--- src/hdl/apdv_map.svh ---
// Register offsets, field positions, reset values and timing constants
`ifndef APDV_MAP_SVH
`define APDV_MAP_SVH
// Register byte offsets
`define APDV_OFF_CTRL 8'h00
`define APDV_OFF_LAST_UUI 8'h04
`define APDV_OFF_REMOTE_TS 8'h08
`define APDV_OFF_TOTAL_SLIP 8'h0C
`define APDV_OFF_DESIRED 8'h10
`define APDV_OFF_LAST_BUS_TS 8'h14
`define APDV_OFF_INIT_LEAD 8'h18
`define APDV_OFF_MIN_DELAY 8'h1C
`define APDV_OFF_MAX_DELAY 8'h20
`define APDV_OFF_INTERCHIP 8'h24
// Control register field positions
`define APDV_F_INTERVAL_LSB 0
`define APDV_F_OVR_FREEZE 8
`define APDV_F_UNR_FREEZE 9
`define APDV_F_TEST_BIT 10
`define APDV_F_SEQ_BITS_LSB 11
`define APDV_F_ALWAYS_RST 14
`define APDV_F_RST_NEXT 15
`define APDV_F_RST_SILENCE 16
`define APDV_F_RST_MARKER 17
`define APDV_F_MIN_SIL_LSB 18
`define APDV_F_INIT_LEAD 21
`define APDV_F_INIT_DONE 22
// Reset values and limits
`define APDV_CTRL_RST 32'h0000_0028
`define APDV_MAX_SEQ_BITS 3'h4
`define APDV_SIL_BASE 32'h0000_0010
`define APDV_UUI_W 5
`endif

--- src/hdl/apdv_pkg.sv ---
// Types for the AAL2 delay-variation slip control block
package apdv_pkg;
    // One received voice packet
    typedef struct packed {
        logic [4:0] uui;     // UUI field of the packet
        logic marker;        // RTP marker bit
        logic [7:0] frames;  // Frames carried by the packet
    } apdv_pkt_type;
    // Slip event towards the disassembly event writer
    typedef struct packed {
        logic overrun;       // Packet arrived too early
        logic underrun;      // Packet arrived too late
        logic slip_reset;    // Total slip was reset or initialised
        logic [31:0] err;    // Signed error against the target delta
    } apdv_event_type;
    // Processing states
    typedef enum logic [1:0] {
        ST_IDLE = 2'b00,
        ST_EXTEND = 2'b01,
        ST_APPLY = 2'b10
    } apdv_state_type;
endpackage

--- src/hdl/apdv_slip_ctrl.sv ---
// Delay-variation slip control for one received AAL2 voice channel
//
// Contract
// - Sequence step advances remote stamp interval frames.
// - Overrun freeze keeps slip, raises event only.
// - Underrun freeze keeps slip, raises event only.
// - Use programmed low UUI bits, zero to four.
// - Always-reset plays every packet but an init-with-lead one at desired delta.
// - Record local bus stamp per processed packet.
// - Reset-on-next zeroes slip on next packet.
// - Reset-after-silence zeroes slip after long gap.
// - Reset-on-marker zeroes slip on marked packet.
// - Clear one-shot reset bit once applied.
// - Silence threshold is sixteen shifted by code.
// - Init-with-lead loads shortest delay plus lead.
// - Without init lead, trust delta, slip normally.
// - First packet sets init flag to one.
// - Keep last UUI, compare as non-decreasing.
// - Extend UUI into 32-bit remote stamp.
// - Slip is signed; overrun positive, underrun negative.
// - Zero delta plays stamp zero at time zero.
// - Delta equals remote stamp minus local stamp.
`include "apdv_map.svh"

module apdv_slip_ctrl
    import apdv_pkg::*;
(
    input wire logic pclk,                 // Bus and core clock
    input wire logic presetn,              // Asynchronous reset, low
    input wire logic psel,                 // APB select
    input wire logic penable,              // APB access phase
    input wire logic pwrite,               // APB write
    input wire logic [7:0] paddr,          // APB byte address
    input wire logic [31:0] pwdata,        // APB write data
    output logic [31:0] prdata,            // APB read data
    output logic pready,                   // APB ready
    output logic pslverr,                  // APB error on unmapped
    input wire logic [31:0] bus_ts,        // Local TDM bus time stamp
    input wire logic pkt_valid,            // Packet offered
    input wire apdv_pkt_type pkt_in,       // Packet fields
    output logic pkt_ready,                // Packet can be taken
    output logic play_valid,               // Playout answer pulse
    output logic [31:0] play_ts,           // Local stamp for first byte
    output logic event_valid,              // Event pulse
    output apdv_event_type event_out       // Event contents
);

    // Silence threshold from the 3-bit code
    function automatic logic [31:0] sil_limit(input logic [2:0] code);
        sil_limit = `APDV_SIL_BASE << code;
    endfunction

    // Signed compare of two modular stamps
    function automatic logic s_gt(input logic [31:0] a, input logic [31:0] b);
        s_gt = $signed(a) > $signed(b);
    endfunction

    // Register file
    logic [31:0] ctrl_reg, ctrl_next;      // Control fields
    logic [4:0] last_uui_reg;              // UUI of last packet
    logic [31:0] remote_ts_reg;            // Extended remote stamp
    logic [31:0] slip_reg, slip_next;      // Signed total slip
    logic [31:0] desired_reg;              // Desired remote-local delta
    logic [31:0] last_bus_reg;             // Bus stamp of last packet
    logic [31:0] lead_reg;                 // Initial lead
    logic [31:0] min_reg;                  // Shortest allowed delay
    logic [31:0] max_reg;                  // Longest allowed delay
    logic [31:0] ichip_reg;                // Reserved sync delta
    logic [7:0] last_frames_reg;           // Frames of last packet

    // Pipeline state
    apdv_state_type state_reg, state_next; // Sequencer
    apdv_pkt_type pkt_reg;                 // Latched packet
    logic [31:0] ts_ext_reg;               // Stamp computed for packet
    logic silent_reg;                      // Gap reached threshold
    logic play_valid_reg;                  // Output pulse
    logic [31:0] play_ts_reg;              // Output stamp
    logic event_valid_reg;                 // Event pulse
    apdv_event_type event_reg;             // Event contents

    // Control field views
    wire [7:0] seq_interval = ctrl_reg[`APDV_F_INTERVAL_LSB +: 8];
    wire overrun_freeze = ctrl_reg[`APDV_F_OVR_FREEZE];
    wire underrun_freeze = ctrl_reg[`APDV_F_UNR_FREEZE];
    wire [2:0] seq_bits_raw = ctrl_reg[`APDV_F_SEQ_BITS_LSB +: 3];
    wire always_reset = ctrl_reg[`APDV_F_ALWAYS_RST];
    wire reset_on_next = ctrl_reg[`APDV_F_RST_NEXT];
    wire reset_after_silence = ctrl_reg[`APDV_F_RST_SILENCE];
    wire reset_on_marker = ctrl_reg[`APDV_F_RST_MARKER];
    wire [2:0] min_silence = ctrl_reg[`APDV_F_MIN_SIL_LSB +: 3];
    wire init_with_lead = ctrl_reg[`APDV_F_INIT_LEAD];
    wire init_done_flag = ctrl_reg[`APDV_F_INIT_DONE];

    // APB decode; slave answers in the access cycle itself
    wire apb_acc = psel && penable;
    wire apb_wr = apb_acc && pwrite;
    wire hit_ctrl = paddr == `APDV_OFF_CTRL;
    wire hit_uui = paddr == `APDV_OFF_LAST_UUI;
    wire hit_rts = paddr == `APDV_OFF_REMOTE_TS;
    wire hit_slip = paddr == `APDV_OFF_TOTAL_SLIP;
    wire hit_des = paddr == `APDV_OFF_DESIRED;
    wire hit_bts = paddr == `APDV_OFF_LAST_BUS_TS;
    wire hit_lead = paddr == `APDV_OFF_INIT_LEAD;
    wire hit_min = paddr == `APDV_OFF_MIN_DELAY;
    wire hit_max = paddr == `APDV_OFF_MAX_DELAY;
    wire hit_ich = paddr == `APDV_OFF_INTERCHIP;
    wire hit_any = hit_ctrl || hit_uui || hit_rts || hit_slip || hit_des
                   || hit_bts || hit_lead || hit_min || hit_max || hit_ich;
    assign pready = 1'b1;
    assign pslverr = apb_acc && !hit_any;

    // Read mux, unmapped reads as zero
    always_comb begin
        prdata = 32'h0000_0000;
        if (hit_ctrl) begin
            prdata = ctrl_reg;
        end else if (hit_uui) begin
            prdata = {27'h000_0000, last_uui_reg};
        end else if (hit_rts) begin
            prdata = remote_ts_reg;
        end else if (hit_slip) begin
            prdata = slip_reg;
        end else if (hit_des) begin
            prdata = desired_reg;
        end else if (hit_bts) begin
            prdata = last_bus_reg;
        end else if (hit_lead) begin
            prdata = lead_reg;
        end else if (hit_min) begin
            prdata = min_reg;
        end else if (hit_max) begin
            prdata = max_reg;
        end else if (hit_ich) begin
            prdata = ichip_reg;
        end
    end

    // Sequence bits limited to four
    wire [2:0] seq_bits = (seq_bits_raw > `APDV_MAX_SEQ_BITS) ?
                          `APDV_MAX_SEQ_BITS : seq_bits_raw;
    wire [4:0] uui_mask = 5'((6'h01 << seq_bits) - 6'h01);
    // UUI assumed constant or incrementing, so modular difference
    wire [4:0] uui_step = (pkt_reg.uui - last_uui_reg) & uui_mask;
    wire [31:0] step_frames = (seq_bits == 3'h0) ?
                              {24'h00_0000, last_frames_reg} :
                              32'(uui_step) * 32'(seq_interval);
    // First packet keeps the arbitrary starting stamp
    wire [31:0] ts_ext_calc = init_done_flag ?
                              remote_ts_reg + step_frames :
                              remote_ts_reg;
    logic [31:0] bus_ts_latched;           // Bus stamp at acceptance

    // Delta and error against the current target
    wire [31:0] delta = ts_ext_reg - bus_ts_latched;
    wire [31:0] target = desired_reg + slip_reg;
    wire [31:0] err = delta - target;
    wire is_ovr = s_gt(err, max_reg);
    wire is_unr = s_gt(min_reg, err);
    wire [31:0] ovr_excess = err - max_reg;
    wire [31:0] unr_excess = err - min_reg;

    // Priority of slip actions in the apply cycle
    wire apply = state_reg == ST_APPLY;
    wire do_init = !init_done_flag && init_with_lead;
    wire do_always = !do_init && always_reset;
    wire do_rso = !do_init && !do_always && reset_on_next;
    wire do_rsl = !do_init && !do_always && !do_rso
                  && reset_after_silence && silent_reg;
    wire do_rsm = !do_init && !do_always && !do_rso && !do_rsl
                  && reset_on_marker && pkt_reg.marker;
    wire do_reset = do_always || do_rso || do_rsl || do_rsm;
    wire do_slip = !do_init && !do_reset;
    wire do_ovr = do_slip && is_ovr;
    wire do_unr = do_slip && !is_ovr && is_unr;

    // Slip value after this packet
    always_comb begin
        slip_next = slip_reg;
        if (do_init) begin
            slip_next = min_reg + lead_reg;
        end else if (do_reset) begin
            slip_next = 32'h0000_0000;
        end else if (do_ovr && !overrun_freeze) begin
            slip_next = slip_reg + ovr_excess;
        end else if (do_unr && !underrun_freeze) begin
            slip_next = slip_reg + unr_excess;
        end
    end

    // Control update; software write wins over hardware clear,
    // but the init flag set by hardware is never lost
    always_comb begin
        ctrl_next = ctrl_reg;
        if (apb_wr && hit_ctrl) begin
            ctrl_next = pwdata;
        end else if (apply) begin
            if (do_rso) begin
                ctrl_next[`APDV_F_RST_NEXT] = 1'b0;
            end
            if (do_rsl) begin
                ctrl_next[`APDV_F_RST_SILENCE] = 1'b0;
            end
            if (do_rsm) begin
                ctrl_next[`APDV_F_RST_MARKER] = 1'b0;
            end
        end
        if (apply) begin
            ctrl_next[`APDV_F_INIT_DONE] = 1'b1;
        end
    end

    // Sequencer: accept, extend, apply
    always_comb begin
        case (state_reg)
            ST_IDLE: state_next = pkt_valid ? ST_EXTEND : ST_IDLE;
            ST_EXTEND: state_next = ST_APPLY;
            ST_APPLY: state_next = ST_IDLE;
            default: state_next = ST_IDLE;
        endcase
    end
    assign pkt_ready = state_reg == ST_IDLE;
    wire accept = pkt_valid && pkt_ready;
    // Gap since last packet, in local frames
    wire [31:0] gap_local = bus_ts_latched - last_bus_reg;
    wire silent_calc = init_done_flag &&
                       !s_gt(sil_limit(min_silence), gap_local);

    // Sequencer state
    always_ff @(posedge pclk or negedge presetn) begin
        if (!presetn) begin
            state_reg <= ST_IDLE;
        end else begin
            state_reg <= state_next;
        end
    end

    // Packet latch on acceptance
    always_ff @(posedge pclk or negedge presetn) begin
        if (!presetn) begin
            pkt_reg <= '0;
            bus_ts_latched <= 32'h0000_0000;
        end else if (accept) begin
            pkt_reg <= pkt_in;
            bus_ts_latched <= bus_ts;
        end
    end

    // Remote stamp extension stage
    always_ff @(posedge pclk or negedge presetn) begin
        if (!presetn) begin
            ts_ext_reg <= 32'h0000_0000;
            silent_reg <= 1'b0;
        end else if (state_reg == ST_EXTEND) begin
            ts_ext_reg <= ts_ext_calc;
            silent_reg <= silent_calc;
        end
    end

    // Control register
    always_ff @(posedge pclk or negedge presetn) begin
        if (!presetn) begin
            ctrl_reg <= `APDV_CTRL_RST;
        end else begin
            ctrl_reg <= ctrl_next;
        end
    end

    // Channel state written back by hardware or software
    always_ff @(posedge pclk or negedge presetn) begin
        if (!presetn) begin
            slip_reg <= 32'h0000_0000;
            remote_ts_reg <= 32'h0000_0000;
            last_uui_reg <= 5'h00;
            last_bus_reg <= 32'h0000_0000;
            last_frames_reg <= 8'h00;
        end else if (apply) begin
            slip_reg <= slip_next;
            remote_ts_reg <= ts_ext_reg;
            last_uui_reg <= pkt_reg.uui;
            last_bus_reg <= bus_ts_latched;
            last_frames_reg <= pkt_reg.frames;
        end else if (apb_wr) begin
            if (hit_slip) begin
                slip_reg <= pwdata;
            end
            if (hit_rts) begin
                remote_ts_reg <= pwdata;
            end
            if (hit_uui) begin
                last_uui_reg <= pwdata[4:0];
            end
        end
    end

    // Software-only setup registers
    always_ff @(posedge pclk or negedge presetn) begin
        if (!presetn) begin
            desired_reg <= 32'h0000_0000;
            lead_reg <= 32'h0000_0000;
            min_reg <= 32'h0000_0000;
            max_reg <= 32'h0000_0000;
            ichip_reg <= 32'h0000_0000;
        end else if (apb_wr) begin
            if (hit_des) begin
                desired_reg <= pwdata;
            end
            if (hit_lead) begin
                lead_reg <= pwdata;
            end
            if (hit_min) begin
                min_reg <= pwdata;
            end
            if (hit_max) begin
                max_reg <= pwdata;
            end
            if (hit_ich) begin
                ichip_reg <= pwdata;
            end
        end
    end

    // Playout stamp and events, one-cycle pulses
    always_ff @(posedge pclk or negedge presetn) begin
        if (!presetn) begin
            play_valid_reg <= 1'b0;
            play_ts_reg <= 32'h0000_0000;
            event_valid_reg <= 1'b0;
            event_reg <= '0;
        end else begin
            play_valid_reg <= apply;
            event_valid_reg <= apply && (do_ovr || do_unr);
            if (apply) begin
                // Local stamp where first byte is played
                play_ts_reg <= ts_ext_reg - desired_reg - slip_next;
                event_reg.overrun <= do_ovr;
                event_reg.underrun <= do_unr;
                event_reg.slip_reset <= do_init || do_reset;
                event_reg.err <= err;
            end
        end
    end
    assign play_valid = play_valid_reg;
    assign play_ts = play_ts_reg;
    assign event_valid = event_valid_reg;
    assign event_out = event_reg;
endmodule

--- config.mk ---
export PLATFORM = sky130hd
export DESIGN_NAME = apdv_slip_ctrl
export DESIGN_NICKNAME = d
export VERILOG_FILES = /design/src/hdl/apdv_pkg.sv /design/src/hdl/apdv_slip_ctrl.sv
export VERILOG_INCLUDE_DIRS = /design/src /design/src/hdl
export SDC_FILE = /design/constraint.sdc
export NUM_CORES = 2
export LEC_CHECK = 0
export BUFFER_PORTS_ARGS = -buffer_cell sky130_fd_sc_hd__buf_4
export CORE_ASPECT_RATIO = 1.1
export CORE_MARGIN = 1.5
export CORE_UTILIZATION = 30
export DETAILED_ROUTE_END_ITERATION = 8
export PLACE_DENSITY = 0.57
export SYNTH_ARGS = -nofsm -noshare
export SYNTH_HDL_FRONTEND = slang
export SYNTH_SLANG_ARGS = --single-unit
--- constraint.sdc ---
create_clock -name pclk -period 12.8 [get_ports pclk]
set_input_delay 2.56 -clock pclk [delete_from_list [all_inputs] [get_ports pclk]]
set_output_delay 2.56 -clock pclk [all_outputs]
set_load 0.02 [all_outputs]
; Word level (Yosys, flattened, before mapping)
; Cells that the tools add are included.
; W data, S select, Z words.
[word_totals]
register_bits = 451
input_bits = 92
word_cells = 167
output_inout_bits = 104
[classes]
n_mul = 1
order_cmp = 4
bitwise_logic = 1
reduce_logical = 70
n_eq_ne = 11
shift = 2
addsub = 14
n_mux = 35
[op_table]
columns = cell, count
row1 = $mux W32, 21
row2 = $sub A32 B32 Y32, 7
row3 = $add A32 B32 Y32, 4
row4 = $gt A32 B32 Y1, 3
row5 = $add A32 B13 Y32, 1
row6 = $eq A8 B5 Y1 const B, 4
row7 = $shl A5 B3 Y32 const A, 1
row8 = $logic_and A1 B1 Y1, 23
row9 = $reduce_and A2 Y1, 11
row10 = $mux W5, 4
row11 = $eq A8 B4 Y1 const B, 2
row12 = $eq A8 B6 Y1 const B, 2
row13 = $reduce_bool A2 Y1, 8
row14 = $logic_or A1 B1 Y1, 14
row15 = $mul A5 B8 Y13, 1
row16 = $mux W13, 1
row17 = $logic_not A1 Y1, 11
row18 = $mux W3, 3
row19 = $eq A8 B3 Y1 const B, 1
row20 = $logic_not A8 Y1, 1
row21 = $and A5 B5 Y5, 1
row22 = $mux W1, 5
row23 = $shl A1 B3 Y5 const A, 1
row24 = $sub A5 B1 Y5 const B, 1
row25 = 7 further kinds, 7

; Depth between registers and ports, before layout
[logic_depth]
ltp_word = 26
mapped_depth = 53
depth_no_buf = 51

; Least setup slack after synthesis
; Ideal clock, no wire load.
[synth_path]
kind = flip-flop to flip-flop
startpoint = register slip_reg[2]
endpoint = register play_ts_reg[30], in the netlist play_ts[30]
n_path_buf = 2
arrival_time_ps = 10159
setup_ps = 136
synth_period_minus_slack_ps = 10295
required_ps = 12664
path_slack_ps = 2505
path_stages_with_launch = 50
cell_sequence = dfrtp_1 > inv_1 > fa_1 > inv_1 > fa_1 > inv_1 > ha_1 > o21a_1 > o31a_1 > o41ai_1 > o211ai_1 > a21oi_1 > nand3_1 > a31o_2 > a21oi_1 > xor2_1 > inv_1 > ha_1 > [14 not listed] > fa_1 > inv_1 > ha_1 > or2_2 > fa_1 > a21o_1 > a21o_1 > a2111oi_0 > o21bai_1 > a211oi_1 > o31a_1 > o21a_1 > o21ai_0 > a41oi_1 > a21oi_1 > a21oi_1 > xor2_1 > o21ai_0
[synth_via]
elab_chain_cells = 12
elab_cells_between_ends = 19
cone_classes = add/sub (7) / order compare (2) / mux (4) / reduce/logical (6)
[synth_lines]
columns = item, line_no
row1 = "start, declared", apdv_slip_ctrl.sv:62  ; logic [31:0] slip_reg, slip_next;
row2 = "start signal, assigned", apdv_slip_ctrl.sv:277  ; slip_reg <= slip_next;
row3 = "start signal, assigned", apdv_slip_ctrl.sv:284  ; slip_reg <= pwdata;
row4 = $add A32 B32 Y32 *, apdv_slip_ctrl.sv:155  ; wire [31:0] target = desired_reg + slip_reg;
row5 = $sub A32 B32 Y32 *, apdv_slip_ctrl.sv:156  ; wire [31:0] err = delta - target;
row6 = net err[17], apdv_slip_ctrl.sv:156
row7 = "parallel branches: the longest is 6 deep, another holds $sub A32 B32 Y32", -
row8 = $mux W32 *, apdv_slip_ctrl.sv:183  ; end else if (do_ovr && !overrun_freeze) begin
row9 = $mux W32 *, apdv_slip_ctrl.sv:181  ; end else if (do_reset) begin
row10 = $mux W32 *, apdv_slip_ctrl.sv:179  ; if (do_init) begin
row11 = $sub A32 B32 Y32 *, apdv_slip_ctrl.sv:334  ; play_ts_reg <= ts_ext_reg - desired_reg - slip_next;
row12 = "end signal, assigned", apdv_slip_ctrl.sv:334
row13 = "end, declared", apdv_slip_ctrl.sv:77  ; logic [31:0] play_ts_reg;
; Mark *: on every way through the listed nets, which the timed path passes.
; A chain may end at the register's enable or synchronous reset.

; Worst setup path in the final report
; Same ends and word-level chain as after synthesis.

==> results.md <==
* WS Path Type: reg -> reg
* Largest net degree at the start of global routing at between 100 and 150
* Final Hold Slack at about 0.47 ns
* Slowest-stage cell, CP: fa_1
* #FFs+latches synth at 451
* Max Clock Freq at 83.0 MHz
* Fill count at about 13000
* Nets@finish at approximately 4800
* Number of global-route vias before repair at just over 30000
* Cell mode on critical path: a21oi_1
* HPWL Detailed at ~110000 um
* Startpoint types: register
* CTS tree: done
* Worst Tran Pin Value at around 1.1 ns
* Max FFs per register at 35
* Post-synth top area share at 0.303
* Final Hold Viols at 0
* DRC Markers at 0
* Global-route wire length before repair at ~200000 um
* Mapped Avg Cell Area at roughly 9.2 sq um
* Core ar. at 123000 sq um
* Synth-to-layout area growth at 14.0%
* Number of library cell types mapped by synthesis at 84
* Die width at approximately 340 um
* Reg clk slew, reported paths at 0.06 ns
* Area of the multi-input gates at 23500 sq um
* Fin util at 0.344
* RSZ-0062 raised after global routing: no
* Minimum clock period at approximately 12 ns
* Floorplan row count at between 100 and 150
* Hold path endpoint: last_frames_reg[1]
* Ys flop type: dfrtp_1
* Met3 global-route usage at 0.0332
* Commonest cells after routing, fill and taps aside: nand2_1 (455), inv_1 (450), dfrtp_1 (449), o21ai_0 (316), ha_1 (300)
* DRT Pass-1 Iters at 8
* Hold path startpoint: pkt_reg[1]
* Final Wtd Congestion at 0.962
* Num CTS Buffers at 50
* Initial DRC Count at ~2600
* GR peak layer: met2
* Post-synth top area cell: dfrtp_1
* Via count at ~30000
* Root Driver: clkbuf_16
* I/O Buffers at 194
* GRT Total Usage at 0.211
* WP buf/inv at 8
* Syn Inst Count at ~4000
* MaxCap Viol Count at 0
* Status: finished clean
* GRT overflow at 0
* Met2 Usage GRT at 0.331
* IO Pins at between 150 and 200
* Slew Limit Headroom at 0.240
* Die area at around 130000 sq um
* Max H-tree Level at 2
* Fin Clk Skew at approximately 0.022 ns
* Period utilization at 0.942
* Critical Path Max Stage Delay at 0.54 ns
* DR WL/cell at about 23 um
* Postcts setup bufs at 0
* Clk_lat worst skew at about 0.64 ns
* Warnings from Yosys at 0
* Final ANT Viol Nets at 0
* Reg area at between 10000 and 15000 sq um
* Die H at around 370 um
* Final setup viols at 0
* Post-synth EDFFs at 0
* CP required at ~13 ns
* WP data arrival at approximately 13 ns
* Register area share after synthesis at 0.305
* CTS Sinks at between 400 and 500
* Routed wire length at approximately 140000 um
* Fraction of layout cells with a size suffix above 1 at 0.140
* Cells on Worst Hold Path at 2
* Area contributors post-synth: dfrtp_1 (30%), ha_1 (10%), fa_1 (9.6%)
* Worst R2R Path Depth at 50
* Commonest non-fill, non-tap cell in the layout: nand2_1
* Max clock buf depth at 3
* Worst hold path class: reg -> reg
* Slew Viols, Final at 0
* Initial antenna violation count at 7
* R2R setup slack at 0.75 ns
* Ys async rst share at 1.00
* Critical Path Sink Type: register
* RR Endpoint: play_ts[30]
* Initial Utilization at 0.302
* Critical path fanouts, max at 6
* Setup total negative slack at 0 ns
* Mapped Area at between 30000 and 40000 sq um
* Vias/cell at about 5.3
* Reg2reg start: slip_reg[2]
* Top delay family on crit path: compound AO/OA/AOI/OAI gates
* GR Util met1 at 0.292
==> cell usage after synthesis, types with 43 or more instances <==
cell	number
xnor2_1	130
a21oi_1	253
dfrtp_1	449
nor2_1	146
xor2_1	79
mux2_2	210
fa_1	177
ha_1	300
nand2_1	455
nand4_1	52
and3_1	60
nand3_1	58
clkbuf_1	132
inv_1	451
mux2i_1	89
a21o_1	125
o21ai_0	316
a222oi_1	43
==> layer usage <==
layer  vias up  part of all wire
met5         -           0.00056
met4        10             0.037
met3       211             0.066
met2      1024              0.44
met1     15300              0.46
li1      14400                 -
==> worst max path at each step <==
stage,from,end,slack [ns],cells past startpoint
floorplan,slip_reg[2],play_ts[30],2.51,49
global placement,slip_reg[2],play_ts[30],0.59,48
detailed placement,slip_reg[16],play_ts[30],0.43,50
CTS,slip_reg[16],play_ts[30],0.38,50
global route,slip_reg[2],play_ts[30],0.009,50
finish,slip_reg[2],play_ts[30],0.75,50
==> worst min-delay path, cell delays in order, from the launching register on <==
cell	delay, ns
dfrtp_1	0.34
nand2_1	0.05
nand2_1	0.05
==> stage by stage <==
step	setup slack [ns]	cell area [sq um]	cells
after floorplan	2.51	37100	4046
after global placement	0.592	40500	5781
after detailed placement	0.432	40500	5781
after CTS	0.381	42200	5872
after global routing	0.00869	42200	5874
final	0.747	42200	5874
==> timing repair <==
item / CTS / global route
setup endpoints to repair: 0 / 4
gates resized for setup: 0 / 4
hold buffers: 0 / 0
==> logic make-up after synthesis <==
family,synth area share
simple gates,0.118
buf+inv,0.0628
fa+ha+maj,0.197
flops,0.305
mux,0.0882
other cells,0.000203
xor+xnor,0.0494
compound gates,0.180
==> area by class of cell <==
type / count / share of cell area
Antenna cell: 2 / 0.000118
Inverter: 451 / 0.0402
Multi-Input combinational cell: 2986 / 0.558
Timing Repair Buffer: 249 / 0.0444
Sequential cell: 451 / 0.267
Tap cell: 1644 / 0.0487
Clock inverter: 23 / 0.00770
Clock buffer: 68 / 0.0341
Power is not shown: default switching activity piles up to over one toggle a cycle in this logic, so the estimate is an artifact.
